[src/pfce_defs.svh]
// Purpose: timing counts, command codes and addresses for the flash host controller
// Assumes: 100 MHz CLOCK, 10 ns period
// Notes: command values sit in the low data byte only
`ifndef PFCE_DEFS_SVH
`define PFCE_DEFS_SVH

`define PFCE_CLK_NS 10
// strobe low time, kept well above the noise filter threshold
`define PFCE_FILTER_NS 15
`define PFCE_STROBE_NS 60
`define PFCE_STROBE_CYC ((`PFCE_STROBE_NS + `PFCE_CLK_NS - 1) / `PFCE_CLK_NS)
// read access allowance before sampling the data lines
`define PFCE_ACCESS_NS 90
`define PFCE_ACCESS_CYC ((`PFCE_ACCESS_NS + `PFCE_CLK_NS - 1) / `PFCE_CLK_NS)
// gap with all strobes high between two bus cycles
`define PFCE_GAP_NS 30
`define PFCE_GAP_CYC ((`PFCE_GAP_NS + `PFCE_CLK_NS - 1) / `PFCE_CLK_NS)

`define PFCE_ADDR_UNLOCK1 15'h5555
`define PFCE_ADDR_UNLOCK2 15'h2aaa
`define PFCE_DATA_UNLOCK1 8'haa
`define PFCE_DATA_UNLOCK2 8'h55
`define PFCE_CMD_SETUP 8'h80
`define PFCE_CMD_CHIP_ERASE 8'h10
`define PFCE_CMD_MAIN_ERASE 8'h30
`define PFCE_CMD_PROGRAM 8'ha0
`define PFCE_CMD_LOCKOUT 8'h40
`define PFCE_CMD_ID_ENTRY 8'h90
`define PFCE_CMD_ID_EXIT 8'hf0
`define PFCE_ADDR_LOCK_STATUS 15'h0002
`define PFCE_BOOT_LAST 15'h1fff

`define PFCE_STEP_W 3
`define PFCE_CNT_W 8
`define PFCE_POLL_BIT 7
`define PFCE_TOGGLE_BIT 6
`define PFCE_LOCK_BIT 0

`endif

[src/pfce_pkg.sv]
// Purpose: types shared by the flash host controller
// Assumes: pfce_defs.svh constants
// Notes: operation codes are the user-side order codes
package pfce_pkg;
   typedef enum logic [2:0] {
      OP_READ,
      OP_PROGRAM,
      OP_CHIP_ERASE,
      OP_MAIN_ERASE,
      OP_LOCKOUT,
      OP_ID_ENTRY,
      OP_ID_EXIT3,
      OP_ID_EXIT1
   } pfce_op_t;

   typedef enum logic [2:0] {
      ST_IDLE,
      ST_SETUP,
      ST_STROBE,
      ST_GAP,
      ST_POLL,
      ST_DONE
   } pfce_state_t;
endpackage

[src/pfce_sync.sv]
// Purpose: three-stage synchroniser for the asynchronous data lines
// Assumes: a bit counts once stages two and three agree
// Notes: stage one feeds only stage two
module pfce_sync #(
   parameter int WIDTH = 16
) (
   // clock and reset
   input wire logic clk,
   input wire logic rst,
   // data
   input wire logic [WIDTH-1:0] din,
   output logic [WIDTH-1:0] dout
);
   typedef struct packed {
      logic [WIDTH-1:0] s1;
      logic [WIDTH-1:0] s2;
      logic [WIDTH-1:0] s3;
      logic [WIDTH-1:0] stable;
   } pfce_sync_t;

   pfce_sync_t st_reg;
   pfce_sync_t st_next;

   always_comb begin
      st_next = st_reg;
      st_next.s1 = din;
      st_next.s2 = st_reg.s1;
      st_next.s3 = st_reg.s2;
      for (int i = 0; i < WIDTH; i++) begin
         if (st_reg.s2[i] == st_reg.s3[i]) begin
            st_next.stable[i] = st_reg.s3[i];
         end
      end
   end

   always_ff @(posedge clk) begin
      if (rst) begin
         st_reg <= '0;
      end else begin
         st_reg <= st_next;
      end
   end

   assign dout = st_reg.stable;
endmodule

[src/pfce_host.sv]
// Purpose: host controller driving a 32K x 16 parallel flash through its pins
// Assumes: one order at a time; device strobes are active low
// Notes: commands are emitted as whole sequences, then completion is polled for program, erase and lockout
module pfce_host #(
   parameter int POLL_LIMIT = 1000000
) (
   // clock and reset
   input wire logic CLOCK,
   input wire logic RST,
   // user order port
   input wire logic REQ_VALID,
   output logic REQ_READY,
   input wire pfce_pkg::pfce_op_t REQ_OP,
   input wire logic [14:0] REQ_ADDR,
   input wire logic [15:0] REQ_WDATA,
   // user answer port
   output logic RSP_VALID,
   output logic [15:0] RSP_RDATA,
   output logic RSP_TIMEOUT,
   // flash pins
   output logic [14:0] WORD_ADDRESS_LINES,
   output logic CHIP_SELECT_N,
   output logic OUTPUT_ENABLE_N,
   output logic WRITE_STROBE_N,
   input wire logic [15:0] DATA_LINES_I,
   output logic [15:0] DATA_LINES_O,
   output logic DATA_LINES_OE
);
   `include "pfce_defs.svh"

   typedef struct packed {
      pfce_pkg::pfce_state_t state;
      pfce_pkg::pfce_op_t op;
      logic [`PFCE_STEP_W-1:0] step;
      logic [`PFCE_STEP_W-1:0] last;
      logic [`PFCE_CNT_W-1:0] cnt;
      logic [31:0] poll_cnt;
      logic is_read;
      logic busy_poll;
      logic [15:0] pdata;
      logic prev_toggle;
      logic have_prev;
      logic [14:0] addr;
      logic [15:0] wdata;
      logic [14:0] pin_addr;
      logic [15:0] pin_data;
      logic ce_n;
      logic oe_n;
      logic we_n;
      logic drive;
      logic rsp_valid;
      logic [15:0] rsp_data;
      logic rsp_timeout;
   } pfce_host_t;

   pfce_host_t st_reg;
   pfce_host_t st_next;
   logic [15:0] data_sync;

   pfce_sync #(
      .WIDTH(16)
   ) u_sync (
      .clk(CLOCK),
      .rst(RST),
      .din(DATA_LINES_I),
      .dout(data_sync)
   );

   // number of bus cycles for an order, minus one
   function automatic logic [`PFCE_STEP_W-1:0] seq_last(input pfce_pkg::pfce_op_t op);
      case (op)
         pfce_pkg::OP_READ: seq_last = 3'h0;
         pfce_pkg::OP_PROGRAM: seq_last = 3'h3;
         pfce_pkg::OP_ID_ENTRY: seq_last = 3'h2;
         pfce_pkg::OP_ID_EXIT3: seq_last = 3'h2;
         pfce_pkg::OP_ID_EXIT1: seq_last = 3'h0;
         default: seq_last = 3'h5;
      endcase
   endfunction

   // final command byte of the six-cycle orders
   function automatic logic [7:0] six_cmd(input pfce_pkg::pfce_op_t op);
      case (op)
         pfce_pkg::OP_CHIP_ERASE: six_cmd = `PFCE_CMD_CHIP_ERASE;
         pfce_pkg::OP_MAIN_ERASE: six_cmd = `PFCE_CMD_MAIN_ERASE;
         default: six_cmd = `PFCE_CMD_LOCKOUT;
      endcase
   endfunction

   // address and data for one bus cycle; upper byte sent as zero except in the program data cycle
   function automatic logic [30:0] cycle_word(input pfce_pkg::pfce_op_t op,
         input logic [`PFCE_STEP_W-1:0] step, input logic [14:0] a, input logic [15:0] d);
      logic [14:0] ca;
      logic [7:0] cd;
      ca = `PFCE_ADDR_UNLOCK1;
      cd = `PFCE_DATA_UNLOCK1;
      if (step == 3'h1 || step == 3'h4) begin
         ca = `PFCE_ADDR_UNLOCK2;
         cd = `PFCE_DATA_UNLOCK2;
      end else if (step == 3'h2) begin
         case (op)
            pfce_pkg::OP_PROGRAM: cd = `PFCE_CMD_PROGRAM;
            pfce_pkg::OP_ID_ENTRY: cd = `PFCE_CMD_ID_ENTRY;
            pfce_pkg::OP_ID_EXIT3: cd = `PFCE_CMD_ID_EXIT;
            default: cd = `PFCE_CMD_SETUP;
         endcase
      end else if (step == 3'h5) begin
         cd = six_cmd(op);
      end
      if (op == pfce_pkg::OP_ID_EXIT1) begin
         cd = `PFCE_CMD_ID_EXIT;
      end
      if (op == pfce_pkg::OP_PROGRAM && step == 3'h3) begin
         cycle_word = {a, d};
      end else begin
         cycle_word = {ca, 8'h00, cd};
      end
   endfunction

   always_comb begin
      logic [30:0] cw;
      logic toggling;
      logic done_ok;
      st_next = st_reg;
      cw = cycle_word(st_reg.op, st_reg.step, st_reg.addr, st_reg.wdata);
      toggling = 1'b0;
      done_ok = 1'b0;
      st_next.rsp_valid = 1'b0;
      case (st_reg.state)
         pfce_pkg::ST_IDLE: begin
            if (REQ_VALID) begin
               st_next.op = REQ_OP;
               st_next.addr = REQ_ADDR;
               st_next.wdata = REQ_WDATA;
               st_next.step = '0;
               st_next.last = seq_last(REQ_OP);
               st_next.is_read = (REQ_OP == pfce_pkg::OP_READ);
               st_next.busy_poll = (REQ_OP == pfce_pkg::OP_PROGRAM) ||
                  (REQ_OP == pfce_pkg::OP_CHIP_ERASE) || (REQ_OP == pfce_pkg::OP_MAIN_ERASE) ||
                  (REQ_OP == pfce_pkg::OP_LOCKOUT);
               st_next.have_prev = 1'b0;
               st_next.poll_cnt = '0;
               st_next.rsp_timeout = 1'b0;
               st_next.state = pfce_pkg::ST_SETUP;
            end
         end
         pfce_pkg::ST_SETUP: begin
            // address settles before any strobe falls
            st_next.cnt = '0;
            if (st_reg.is_read) begin
               st_next.pin_addr = st_reg.addr;
               st_next.drive = 1'b0;
            end else begin
               st_next.pin_addr = cw[30:16];
               st_next.pin_data = cw[15:0];
               st_next.oe_n = 1'b1;
               st_next.drive = 1'b1;
            end
            st_next.state = pfce_pkg::ST_STROBE;
         end
         pfce_pkg::ST_STROBE: begin
            st_next.cnt = st_reg.cnt + 8'h01;
            if (st_reg.cnt == '0) begin
               // strobes fall a cycle after the address, so no stale address is latched
               st_next.ce_n = 1'b0;
               st_next.oe_n = !st_reg.is_read;
               st_next.we_n = st_reg.is_read;
            end
            if (st_reg.is_read) begin
               if (st_reg.cnt == 8'(`PFCE_ACCESS_CYC)) begin
                  st_next.pdata = data_sync;
                  st_next.oe_n = 1'b1;
                  st_next.ce_n = 1'b1;
                  st_next.cnt = '0;
                  st_next.state = pfce_pkg::ST_GAP;
               end
            end else if (st_reg.cnt == 8'(`PFCE_STROBE_CYC)) begin
               // write strobe rises first so data holds past the capture
               st_next.we_n = 1'b1;
               st_next.cnt = '0;
               st_next.state = pfce_pkg::ST_GAP;
            end
         end
         pfce_pkg::ST_GAP: begin
            st_next.ce_n = 1'b1;
            st_next.cnt = st_reg.cnt + 8'h01;
            if (st_reg.cnt == 8'(`PFCE_GAP_CYC)) begin
               st_next.drive = 1'b0;
               st_next.cnt = '0;
               if (st_reg.is_read && !st_reg.busy_poll) begin
                  st_next.rsp_data = st_reg.pdata;
                  st_next.state = pfce_pkg::ST_DONE;
               end else if (st_reg.is_read) begin
                  st_next.state = pfce_pkg::ST_POLL;
               end else if (st_reg.step != st_reg.last) begin
                  st_next.step = st_reg.step + 3'h1;
                  st_next.state = pfce_pkg::ST_SETUP;
               end else if (st_reg.busy_poll) begin
                  // status reads from the last loaded word, or anywhere for erase
                  st_next.is_read = 1'b1;
                  st_next.state = pfce_pkg::ST_SETUP;
               end else begin
                  st_next.rsp_data = '0;
                  st_next.state = pfce_pkg::ST_DONE;
               end
            end
         end
         pfce_pkg::ST_POLL: begin
            // done when bit six stops toggling and, for a program, bit seven matches the written data
            toggling = st_reg.have_prev &&
               (st_reg.pdata[`PFCE_TOGGLE_BIT] != st_reg.prev_toggle);
            if (st_reg.op == pfce_pkg::OP_PROGRAM) begin
               done_ok = st_reg.have_prev && !toggling &&
                  (st_reg.pdata[`PFCE_POLL_BIT] == st_reg.wdata[`PFCE_POLL_BIT]);
            end else begin
               done_ok = st_reg.have_prev && !toggling;
            end
            st_next.prev_toggle = st_reg.pdata[`PFCE_TOGGLE_BIT];
            st_next.have_prev = 1'b1;
            st_next.poll_cnt = st_reg.poll_cnt + 32'h1;
            if (done_ok) begin
               st_next.rsp_data = st_reg.pdata;
               st_next.state = pfce_pkg::ST_DONE;
            end else if (st_reg.poll_cnt == 32'(POLL_LIMIT)) begin
               st_next.rsp_data = st_reg.pdata;
               st_next.rsp_timeout = 1'b1;
               st_next.state = pfce_pkg::ST_DONE;
            end else begin
               // no new write until done: device would drop it anyway
               st_next.state = pfce_pkg::ST_SETUP;
            end
         end
         pfce_pkg::ST_DONE: begin
            st_next.rsp_valid = 1'b1;
            st_next.state = pfce_pkg::ST_IDLE;
         end
         default: st_next.state = pfce_pkg::ST_IDLE;
      endcase
   end

   always_ff @(posedge CLOCK) begin
      if (RST) begin
         st_reg <= '0;
         st_reg.state <= pfce_pkg::ST_IDLE;
         st_reg.ce_n <= 1'b1;
         st_reg.oe_n <= 1'b1;
         st_reg.we_n <= 1'b1;
      end else begin
         st_reg <= st_next;
      end
   end

   assign REQ_READY = (st_reg.state == pfce_pkg::ST_IDLE);
   assign RSP_VALID = st_reg.rsp_valid;
   assign RSP_RDATA = st_reg.rsp_data;
   assign RSP_TIMEOUT = st_reg.rsp_timeout;
   assign WORD_ADDRESS_LINES = st_reg.pin_addr;
   assign CHIP_SELECT_N = st_reg.ce_n;
   assign OUTPUT_ENABLE_N = st_reg.oe_n;
   assign WRITE_STROBE_N = st_reg.we_n;
   assign DATA_LINES_O = st_reg.pin_data;
   assign DATA_LINES_OE = st_reg.drive;
endmodule

[config.mk]
export PLATFORM = sky130hd
export DESIGN_NAME = pfce_host
export DESIGN_NICKNAME = d
export VERILOG_FILES = /design/src/pfce_pkg.sv /design/src/pfce_sync.sv /design/src/pfce_host.sv
export VERILOG_INCLUDE_DIRS = /design/src
export SDC_FILE = /design/constraint.sdc
export NUM_CORES = 1
export LEC_CHECK = 0
export ABC_AREA = 1
export ABC_CLOCK_PERIOD_IN_PS = 3500
export BUFFER_PORTS_ARGS = -buffer_cell sky130_fd_sc_hd__clkbuf_2
export CORE_MARGIN = 5
export CORE_UTILIZATION = 45
export CTS_CLUSTER_SIZE = 8
export DETAILED_ROUTE_END_ITERATION = 8
export PLACE_DENSITY = 0.74
export SLEW_MARGIN = 5
export SYNTH_ARGS = -nofsm -noshare
export SYNTH_HDL_FRONTEND = slang
export SYNTH_HIERARCHICAL = 1
export SYNTH_SLANG_ARGS = --single-unit
[constraint.sdc]
create_clock -name CLOCK -period 3.5 [get_ports CLOCK]
set_clock_uncertainty 0.05 [all_clocks]
set_input_delay 0.175 -clock CLOCK [delete_from_list [all_inputs] [get_ports CLOCK]]
set_output_delay 0.175 -clock CLOCK [all_outputs]
set_load 0.005 [all_outputs]
; ---- Yosys cells after proc, flatten, opt, wreduce, memory -nomap -nowiden
; Index checks and enable logic that the tools add are counted.
[word_totals]
romBits = 0
ff_bits = 220
memories = 0
output_inout_bits = 54
inputBits = 53
ram_bits = 0
latchBits = 0
[op_classes]
bitwise_logic = 1
n_reduce_logical = 35
muxes = 67
div = 0
shifts = 0
add_sub_neg = 3
n_lt_le_gt_ge = 0
mul = 0
eq_ne = 60
[ops]
columns = op, n
row1 = $mux 16, 6
row2 = $mux 8, 8
row3 = $pmux 32 s2, 1
row4 = $mux 3, 15
row5 = $mux 34, 1
row6 = $eq 3x3->1 const B, 11
row7 = $add 32x1->32 const B, 1
row8 = $eq 32x20->1 const B, 1
row9 = $mux 32, 1
row10 = $pmux 16 s2, 1
row11 = $mux 31, 1
row12 = $mux 15, 2
row13 = $eq 3x2->1 const B, 8
row14 = $pmux 8 s3, 1
row15 = $pmux 7 s3, 1
row16 = $ne 3x3->1 const B, 6
row17 = $eq 1x1->1, 17
row18 = $mux 17, 1
row19 = $ne 2x2->1 const B, 8
row20 = $mux 1, 15
row21 = $pmux 3 s5, 1
row22 = $pmux 7 s2, 1
row23 = $eq 3x1->1 const B, 4
row24 = $mux 12, 1
row25 = other kinds (24), 53

; ---- Logic depth before layout (Yosys ltp)
; Gate-level depths: netlist of the first run.
[depth]
depth_word = 9
mapped_depth = 13

; ---- By module
; Netlist of the first run, hierarchy kept.
[by_module_without_submodules]
columns = mod, seq_area_each_um2, area_each_um2, instances, cells_per_inst
row1 = pfce_host, 3123.0, 7531.0, 1, 1075
row2 = pfce_sync, 1281.2, 2033.2, 1, 231

; ---- Worst setup path after synthesis of the first run
; OpenSTA, ideal clock, no wires.
[synth_timing]
kind = flip-flop to flip-flop
start = register st_reg[147] (netlist name)
end = register st_reg (netlist bit WORD_ADDRESS_LINES[11])
n_path_buf = 1
arrival_ns = 1.558
path_stages_with_launch = 12
synth_period_minus_slack_ns = 1.679
t_required_ns = 3.380
path_slack_ns = 1.821
cell_sequence = dfxtp_1 ha_1 ha_1 inv_1 nor2_1 nor2_4 inv_2 o21ai_2 inv_2 buf_6 o21ai_0 a21oi_1
[synth_via]
elab_chain_cells = 5
word_cells_on_any_way = 8
classes_between = 3 x eq/ne / 3 x mux / 2 x reduce/logical
[synth_lines]
columns = item, line_no
row1 = "start, declared", pfce_host.sv:56  ; pfce_host_t st_reg;
row2 = "start signal, assigned", pfce_host.sv:249  ; st_reg <= st_next;
row3 = $eq 3x1->1 / $eq 3x3->1 (equally long branches), pfce_host.sv:97  ; if (step == 3'h1 || step == 3'h4) begin
row4 = $logic_or 1x1->1, pfce_host.sv:97
row5 = $mux 15, pfce_host.sv:97
row6 = $mux 31 *, pfce_host.sv:113  ; if (op == pfce_pkg::OP_PROGRAM && step == 3'h3) begin
row7 = $mux 15 *, pfce_host.sv:150  ; if (st_reg.is_read) begin
; Mark *: on every way between the ends. The rest lies on a longest branch, timed or not.
; A chain may end at the register's enable or synchronous reset.

; ---- Final worst setup path of the first run
[layout_timing]
start = register st_reg[154] (netlist name)
end = register st_reg[87] (netlist name)
[layout_via]
elab_chain_cells = 2
[layout_lines]
columns = item, line_no
row1 = $eq 3x2->1, pfce_host.sv:129  ; case (st_reg.state)
row2 = $reduce_and 3->1 (no source line), --
; No other way between the ends.

==> results.py, run 1 <==
metrics = {
    "cts": {
        "cts.sinks": 220,
        "cts_tree": "built",
        "cts_buffers": 31,
        "cts-root-buf": "clkbuf_16",
        "clock_latency_ns": 0.54,
        "htree_levels": 1,
        "clock_path_buffers": 3,
        "clk_pin_slew_ns": 0.05,
    },
    "sta": {
        "finalHoldViolCount": 0,
        "report.final.slew_viol_count": 0,
        "min_period_over_period_pct": 63.7,
        "hold_slack_ns": 0.0176,
        "tightestPinTransition_ns": 0.857,
        "setup_tns_ns": 0,
        "setup_viol": 0,
        "fmax_mhz": 448,
        "setup_ws_ns": 1.27,
        "rsz0062_at_grt": "no",
        "min_period_ns": 2.23,
        "worst_slew_margin_rel_pct": 42.7,
    },
    "synthesis": {
        "yosysUniqueCellTypes": 40,
        "synthFlopType": "dfxtp_1",
        "synth.net_count": 1370,
        "netlist_instances": 1306,
        "syn_area_mm2": 0.00956,
        "ys_warn_count": 6,
        "syn_area_per_cell_um2": 7.32,
        "yosysTopAreaCell": "dfxtp_1",
        "yosys_register_bits": 220,
        "synth_async_sr_flop_share_pct": 0,
        "synth_edf_count": 0,
        "yosysSeqAreaShare_pct": 46.0,
        "synth_area_leaders": "dfxtp_1, nor2_1, nand2_1",
        "yosys.area.top_type_share_pct": 46.0,
    },
    "die": {
        "coreArea_mm2": 0.0210,
        "die_area_mm2": 0.0243,
        "start_util_pct": 45.6,
        "dieHeight_um": 156,
        "die_w_um": 156,
        "num_rows": 53,
        "num_io_pins": 107,
    },
    "setup_path": {
        "crit_fanout": 34,
        "worstReg2RegEnd": "st_reg[87]$_SDFFE_PP0P_",
        "critical_path_required_ns": 3.85,
        "crit_end": "st_reg[87]$_SDFFE_PP0P_",
        "critPathLaunchType": "flip-flop",
        "criticalPathCategory": "flip-flop to flip-flop",
        "crit_arrival_ns": 2.58,
        "end_kind": "flip-flop",
        "r2r_start": "st_reg[154]$_SDFFE_PP0P_",
        "cp-startpoint": "st_reg[154]$_SDFFE_PP0P_",
        "r2r_slack_ns": 1.27,
        "r2r_cells": 5,
    },
    "grt": {
        "grt_max_degree": 59,
        "grt_pass1_wl_um": 36300,
        "antenna_found_initial": 0,
        "grt_pass1_vias": 7732,
        "globalRouteTotalUtil_pct": 17.5,
        "grt_overflow_total": 0,
    },
    "pwr": {
        "p_per_area_mw_per_mm2": 618,
        "total_leakage_power_nw": 4.72,
        "ir_drop_mv": 0.413,
        "finalPower_w": 0.00686,
    },
    "place": {
        "gp_congestion": 0.882,
        "port_buffers": 106,
        "place.detailed.hpwl_um": 14200,
        "pre_cts_slack_ns": 1.31,
    },
    "min_path": {
        "hold_path_depth": 2,
        "hold_class": "primary input to flip-flop",
    },
    "final_layout": {
        "nets": 1458,
        "antenna_cells": 0,
        "largest_reg_flops": 103,
        "drive_gt1_share_pct": 12.8,
        "final_core_util_pct": 53.0,
        "synthToLayoutAreaGrowth_pct": 16.0,
    },
    "drt": {
        "drt-pass1-iter-count": 5,
        "antenna_left": 0,
        "viasPerCell": 4.94,
        "routedWlPerCell_um": 13.2,
        "drt-initial-drc-count": 461,
        "drc": 0,
        "vias": 8250,
        "wl_um": 22000,
    },
    "job": {
        "drv_cap": 0,
    },
    "status": {
        "outcome": "complete, no violations",
    },
}
## critical path, cell delays in order, from the launching register on
cell,delay [ns]
dfxtp_1,0.43
nand2_1,0.16
nor2_1,0.41
nand3_2,0.57
o21ai_0,0.39
a21oi_1,0.06
## Yosys cell counts (3+ instances only)
cell type and n:
inv_2 8, nor2_4 8, nor3_2 3, nor3_1 15, nand3_2 5, ha_1 11
o21ai_1 12, buf_4 67, nor2_1 230, xor2_1 4, inv_1 171, a211oi_1 6
o211ai_1 4, nand2_1 203, buf_2 9, nand4_1 13, dfxtp_1 220, buf_6 5
a21oi_1 105, clkbuf_1 25, o21ai_0 105, nand3_1 42, a31oi_1 5, o31ai_1 8
## layer usage
layer | share of wire (%) | global-route usage (%) | vias to the layer above | routed length [µm]
li1 | - | - | 4237 | -
met1 | 44 | 22.4 | 3754 | 9660
met2 | 48 | 30.6 | 220 | 10500
met3 | 5.9 | 2.58 | 39 | 1310
met4 | 2.3 | 5.00 | 0 | 512
met5 | 0 | 0 | - | 0
## power by group
group	leakage [nW]	switching [W]	total, W	internal [W]
Clock	0.401	0.000979	0.00259	0.00161
Combinational	2.53	0.000816	0.00125	0.000432
Sequential	1.79	0.000213	0.00303	0.00281
Total	4.72	0.00201	0.00686	0.00485
## cell type report
| class | instances | area [µm²] |
|---|---|---|
| inverter | 180 | 681 |
| tap | 275 | 344 |
| sequential | 220 | 4400 |
| fill | 1983 | 9860 |
| clock inverter | 2 | 38.8 |
| timing repair buffer | 161 | 1070 |
| multi-input combinational | 800 | 3780 |
| clock buffer | 31 | 776 |
## placed cells by master, fill, tap and decap left out, types with 2 or more instances in the layout
cell type	n
a221oi_1	2
o31ai_1	8
a21oi_1	105
nand3_1	42
inv_6	2
nand2_1	203
a211oi_1	6
ha_1	11
o21ai_1	12
nor3_1	15
xor2_1	4
clkbuf_2	105
nor2_1	230
o221ai_1	2
clkbuf_16	31
inv_2	9
dlygate4sd3_1	51
nand2_4	2
or2_2	2
o21ai_0	105
o211ai_1	4
a31oi_1	5
nor4_1	2
nand2_2	2
nand4_1	13
buf_4	5
dfxtp_1	220
nand3_2	5
nor3_2	3
inv_1	170
nor2_4	8
## worst min-delay path by stage
stage | from | to | slack, ns
global route | RST | u_sync/st_next[18]$_SDFF_PP0_ | 0.02
floorplan | DATA_LINES_I[0] | u_sync/st_next[32]$_SDFF_PP0_ | 0.23
finish | RST | u_sync/st_next[18]$_SDFF_PP0_ | 0.02
detailed placement | DATA_LINES_I[13] | u_sync/st_next[45]$_SDFF_PP0_ | 0.32
CTS | RST | u_sync/st_next[18]$_SDFF_PP0_ | 0.0008
global placement | DATA_LINES_I[4] | u_sync/st_next[36]$_SDFF_PP0_ | 0.32
## repair_timing
action                    4_1_cts  5_1_grt
hold buffers                   51        0
buffers inserted                0        0
hold endpoints to repair       51        0
gates resized for setup         0        0
## cells by family (layout without fill, tap and decap cells)
family	Yosys count	after routing	share of synthesized area (%)
AOI/OAI and AO/OA	255	255	14.3
xor gates and xnor gates	5	5	0.458
adders and majority gates	11	11	1.44
buffers and inverters	286	374	14.4
DFF	220	220	46.0
and+or+nand+nor	529	529	23.4
## stage by stage
step / cell area [µm²] / instances
global placement: 9770 / 1585
global route: 11100 / 1669
finish: 11100 / 1669
CTS: 11100 / 1669
floorplan: 9560 / 1306
detailed placement: 9770 / 1585
(Power assumes the default switching activity.)
==> run 2, diff against run 1 <==
Settings changed: ABC_AREA 1 to 0, ABC_CLOCK_PERIOD_IN_PS 3500 to 2250.
Clock period 3.5 ns to 2.25 ns, I/O delays scaled along.
==> run 2 against run 1 <==
Effect of this change:
- largest cell class unchanged
- first-iteration DRC count rose by 17%
- non-clock buffer count increased by 49
- setup slack worse by 1.2 ns
- final area is 2.8% higher
- cell count decreased by 13%
- via count down 6.4%
- worst hold slack gained 0.047 ns
- critical path type unchanged
==> results.py, run 2 <==
metrics = {
    "final_layout": {
        "largest_reg_flops": 103,
        "layout_common_cells": "dfxtp_1, nand2_1, clkbuf_2",
        "synthToLayoutAreaGrowth_pct": 19.7,
        "antenna_cells": 0,
        "drive_gt1_share_pct": 22.8,
        "final_cell_area_mm2": 0.0114,
        "nets": 1242,
        "final_common_cell": "dfxtp_1",
    },
    "cts": {
        "htree_levels": 1,
        "clk_pin_slew_ns": 0.05,
        "cts-root-buf": "clkbuf_16",
        "clock_latency_ns": 0.54,
        "cts_buffers": 31,
        "cts.sinks": 220,
        "clock_path_buffers": 3,
        "cts_tree": "built",
    },
    "sta": {
        "min_period_over_period_pct": 95.5,
        "worst_slew_margin_rel_pct": 66.5,
        "finalHoldViolCount": 0,
        "setup_ws_ns": 0.101,
        "fmax_mhz": 465,
        "min_period_ns": 2.15,
        "tightestPinTransition_ns": 0.502,
        "report.final.slew_viol_count": 0,
        "setup_tns_ns": 0,
        "setup_viol": 0,
        "rsz0062_at_grt": "no",
        "hold_slack_ns": 0.0642,
    },
    "drt": {
        "viasPerCell": 5.32,
        "antenna_left": 0,
        "drt-initial-drc-count": 539,
        "drc": 0,
        "routedWlPerCell_um": 14.8,
        "wl_um": 21600,
        "vias": 7725,
        "drt-pass1-iter-count": 5,
    },
    "setup_path": {
        "cp_slowest_cell": "or4_4",
        "r2r_cells": 6,
        "cp_slowest_stage_delay_ns": 0.59,
        "critPathBufInv": 1,
        "crit_family": "simple AND/OR/NAND/NOR gates",
        "crit_fanout": 18,
        "worst-path-stages": 6,
        "critical_path_required_ns": 2.60,
        "crit_arrival_ns": 2.50,
        "critPathLaunchType": "flip-flop",
        "cp_cell_sequence": "or4_4, or3_4, nor2_8, buf_12, mux2i_2, nor2_1",
        "criticalPathCategory": "flip-flop to flip-flop",
        "end_kind": "flip-flop",
    },
    "synthesis": {
        "synthFlopType": "dfxtp_1",
        "synth_edf_count": 0,
        "synth_area_leaders": "dfxtp_1, nand2_1, a21oi_1",
        "netlist_instances": 1063,
        "syn_area_per_cell_um2": 8.96,
        "synth_common_cells": "dfxtp_1, nand2_1, a21oi_1",
        "yosys.area.top_type_share_pct": 46.2,
        "syn_area_mm2": 0.00953,
        "synth.net_count": 1127,
        "synth_async_sr_flop_share_pct": 0,
        "synth_most_common_cell": "dfxtp_1",
        "yosysSeqAreaShare_pct": 46.2,
        "yosysUniqueCellTypes": 65,
        "yosys_register_bits": 220,
        "ys_warn_count": 6,
        "yosysTopAreaCell": "dfxtp_1",
    },
    "pwr": {
        "clockPowerShare_pct": 45.0,
        "finalPower_w": 0.00897,
        "swShare_pct": 23.1,
        "p_per_area_mw_per_mm2": 787,
        "power_frac_comb_pct": 9.0,
        "seq_power_share_pct": 46.0,
        "ir_drop_mv": 0.604,
        "total_leakage_power_nw": 4.31,
        "p_switching_w": 0.00207,
        "internal_power_w": 0.00690,
    },
    "die": {
        "num_rows": 53,
        "die_w_um": 156,
        "num_io_pins": 107,
        "dieHeight_um": 156,
        "coreArea_mm2": 0.0210,
        "die_area_mm2": 0.0242,
        "start_util_pct": 45.5,
    },
    "place": {
        "port_buffers": 106,
        "place_area_mm2": 0.0101,
        "pre_cts_slack_ns": -0.121,
        "gp_congestion": 0.874,
        "place.detailed.hpwl_um": 14100,
    },
    "grt": {
        "grt_pass1_vias": 7327,
        "grt_overflow_total": 0,
        "grt_max_degree": 80,
        "antenna_found_initial": 0,
        "grt_pass1_wl_um": 35900,
        "globalRouteTotalUtil_pct": 17.4,
    },
    "status": {
        "outcome": "complete, no violations",
    },
    "min_path": {
        "hold_path_depth": 5,
        "hold_class": "primary input to flip-flop",
    },
    "job": {
        "drv_cap": 0,
    },
}
## run 2: repair_timing
item / 4_1_cts / 5_1_grt
pin swaps: 1 / 0
cloned: 0 / 0
hold endpoints to repair: 82 / 0
hold buffers: 51 / 0
endpoints found under the setup margin: 16 / 7
setup buffers: 1 / 0
gates resized for setup: 0 / 2
## run 2: cells by family (layout without fill, tap and decap cells)
group	after synthesis	count (layout)	share of synthesized area [%]
xor+xnor	9	9	0.827
buf+inv	139	254	8.80
flops	220	220	46.2
compound gates	224	224	14.8
fa+ha+maj	11	11	1.44
simple gates	419	419	23.5
mux	41	41	4.39
## run 2: path summary, 6_finish.rpt
kind         slack [ns]                          start                             to
min                0.06                      REQ_VALID       st_reg[144]$_SDFFE_PP0P_
min reg2reg        0.39  u_sync/st_next[32]$_SDFF_PP0_  u_sync/st_next[16]$_SDFF_PP0_
max reg2reg        0.10       st_reg[140]$_SDFFE_PP0P_        st_reg[87]$_SDFFE_PP0P_
max                0.10       st_reg[140]$_SDFFE_PP0P_        st_reg[87]$_SDFFE_PP0P_
## run 2: final cells by class
type	instances	area [µm²]
clock inverter	2	38.8
multi-input combinational	704	4300
sequential	220	4400
inverter	11	41.3
clock buffer	31	776
tap	275	344
fill	1870	9550
timing repair buffer	210	1510
## run 2: per-layer routing
metal  up-vias  share of wire (%)  GRT usage, %
li1       3829                  -             -
met1      3638                 45          23.4
met2       216                 48          29.4
met3        42                5.8          3.06
met4         0                1.8          3.83
met5         -                  0             0
## run 2: tightest hold or removal path, delay by kind of cell
family,cells,cell delay [ns]
compound gates,1,0.05
buf+inv,2,0.28
simple gates,2,0.15
## run 2: power groups by stage
stage	combinational, W	clock [W]	sequential, W
4_1_cts	0.000803	0.00412	0.00412
6_report	0.000812	0.00404	0.00413
3_3_place_gp	0.000719	0	0.00419
2_1_floorplan	0.000512	0	0.00418
3_5_place_dp	0.000728	0	0.00420
5_1_grt	0.000891	0.00431	0.00414
## run 2: metrics by stage
stage,utilization (%),cells
2_1_floorplan,-,1063
3_3_place_gp,48.0,1368
3_5_place_dp,48.0,1368
4_1_cts,54.4,1453
5_1_grt,54.4,1453
6_report,54.4,1453
==> run 3, diff against run 2 <==
Settings changed: CORE_UTILIZATION 45 to 31, PLACE_DENSITY 0.74 to 0.58.
==> run 3 against run 2 <==
Effect of this change:
- register-to-register slack improved by 0.03 ns
- critical path depth did not move
- cell count rose by 8.8%
- clock power barely moved
- die area rose by 42%
- final area rose by 2.0%
- critical endpoint is now st_reg[93]$_SDFFE_PP0P_
==> results.py, run 3 (same netlist as run 2, synthesis figures left out) <==
metrics = {
    "setup_path": {
        "crit_family": "simple AND/OR/NAND/NOR gates",
        "r2r_slack_ns": 0.13,
        "critPathLaunchType": "flip-flop",
        "critPathBufInv": 1,
        "worst-path-stages": 6,
        "end_kind": "flip-flop",
        "cp_slowest_stage_delay_ns": 0.59,
        "crit_fanout": 18,
        "cp_cell_sequence": "or4_4, or3_4, nor2_8, buf_12, mux2i_1, nor2_1",
        "cp_slowest_cell": "or4_4",
        "r2r_cells": 6,
        "critical_path_required_ns": 2.60,
        "crit_arrival_ns": 2.46,
        "criticalPathCategory": "flip-flop to flip-flop",
    },
    "grt": {
        "grt_max_degree": 55,
        "antenna_found_initial": 1,
        "grt_pass1_wl_um": 36200,
        "grt_overflow_total": 0,
        "grt_pass1_vias": 7315,
        "globalRouteTotalUtil_pct": 12.4,
    },
    "cts": {
        "cts_tree": "built",
        "htree_levels": 1,
        "cts.sinks": 220,
        "cts_buffers": 31,
        "clk_pin_slew_ns": 0.05,
        "clock_latency_ns": 0.54,
        "cts-root-buf": "clkbuf_16",
        "clock_path_buffers": 3,
    },
    "sta": {
        "worst_slew_margin_rel_pct": 66.1,
        "setup_viol": 0,
        "fmax_mhz": 472,
        "report.final.slew_viol_count": 0,
        "hold_slack_ns": 0.272,
        "rsz0062_at_grt": "no",
        "tightestPinTransition_ns": 0.508,
        "min_period_ns": 2.12,
        "finalHoldViolCount": 0,
        "min_period_over_period_pct": 94.1,
    },
    "final_layout": {
        "final_common_cell": "dfxtp_1",
        "nets": 1248,
        "synthToLayoutAreaGrowth_pct": 22.1,
        "n_fill_cell": 3053,
        "drive_gt1_share_pct": 22.5,
        "largest_reg_flops": 103,
        "layout_common_cells": "dfxtp_1, nand2_1, clkbuf_2",
    },
    "pwr": {
        "ir_drop_mv": 0.942,
        "p_per_area_mw_per_mm2": 775,
        "total_leakage_power_nw": 4.35,
        "finalPower_w": 0.00901,
    },
    "min_path": {
        "hold_class": "primary input to flip-flop",
        "hold_path_depth": 3,
    },
    "die": {
        "die_w_um": 185,
        "num_rows": 64,
        "num_io_pins": 107,
        "die_area_mm2": 0.0343,
        "dieHeight_um": 185,
        "coreArea_mm2": 0.0304,
        "start_util_pct": 31.3,
    },
    "place": {
        "gp_congestion": 0.765,
        "place.detailed.hpwl_um": 14600,
        "port_buffers": 106,
    },
    "drt": {
        "vias": 7528,
        "routedWlPerCell_um": 13.8,
        "drc": 0,
        "wl_um": 21900,
        "drt-pass1-iter-count": 5,
        "antenna_left": 0,
        "drt-initial-drc-count": 344,
        "viasPerCell": 4.76,
    },
    "status": {
        "outcome": "complete, no violations",
    },
    "job": {
        "drv_cap": 0,
    },
}
==> run 3: cell types whose count changed in the layout (fill, tap and decap cells not counted) <==
cell / before / now
buf_4: 48 / 45
mux2i_1: 34 / 35
and2_2: 0 / 1
and2_1: 4 / 3
diode_2: 0 / 1
buf_12: 5 / 6
dlygate4sd3_1: 51 / 59
mux2i_2: 1 / 0
==> run 3: final timing paths <==
path | start | to
min reg2reg | u_sync/st_next[33]$_SDFF_PP0_ | u_sync/st_next[17]$_SDFF_PP0_
min | DATA_LINES_I[3] | u_sync/st_next[35]$_SDFF_PP0_
max reg2reg | st_reg[140]$_SDFFE_PP0P_ | st_reg[93]$_SDFFE_PP0P_
max | st_reg[140]$_SDFFE_PP0P_ | st_reg[93]$_SDFFE_PP0P_
==> run 3: worst min-delay path, stage by stage <==
cell and delay (ns):
dlygate4sd3_1 0.52, clkbuf_2 0.09, nor2b_2 0.10
==> run 3: area by class of cell <==
type	count	area, µm²	share of cell area [%]
antenna	1	2.50	0.0215
clock buffer	31	776	6.67
clock inverter	2	38.8	0.333
inverter	11	41.3	0.355
multi-input combinational	704	4290	36.9
sequential	220	4400	37.8
tap	396	495	4.26
timing repair buffer	216	1590	13.6
==> run 3: per-stage QoR <==
step | setup TNS, ns | utilization [%] | cell area [µm²] | instances | worst slack [ns]
3_3_place_gp | -1.84 | 33.5 | 10200 | 1487 | -0.117
6_report | 0 | 38.2 | 11600 | 1581 | 0.132
5_1_grt | 0 | 38.2 | 11600 | 1581 | 0.0114
2_1_floorplan | 0 | - | 9530 | 1063 | 0.197
4_1_cts | 0 | 38.2 | 11600 | 1580 | 0.113
3_5_place_dp | -2.38 | 33.5 | 10200 | 1487 | -0.165
==> run 3: timing repair <==
item	in CTS	in global routing
gates resized for setup	0	1
hold buffers	59	0
endpoints found under the hold margin	87	0
buffers inserted	1	0
pin swaps	1	0
endpoints found under the setup margin	16	5
==> run 3: power by group <==
part	internal, W	total [W]	switching [W]
clock network	0.00250	0.00406	0.00155
registers	0.00405	0.00412	0.0000753
logic	0.000370	0.000836	0.000467
==> run 3: per-layer routing <==
| metal | part of all wire (%) | GRT usage, % | up-vias | wire length [µm] |
|---|---|---|---|---|
| met1 | 50 | 17.5 | 3478 | 10800 |
| li1 | - | - | 3846 | - |
| met4 | 1.8 | 2.73 | 0 | 389 |
| met3 | 6.1 | 2.22 | 33 | 1330 |
| met5 | 0 | 0 | - | 0 |
| met2 | 43 | 19.9 | 171 | 9310 |
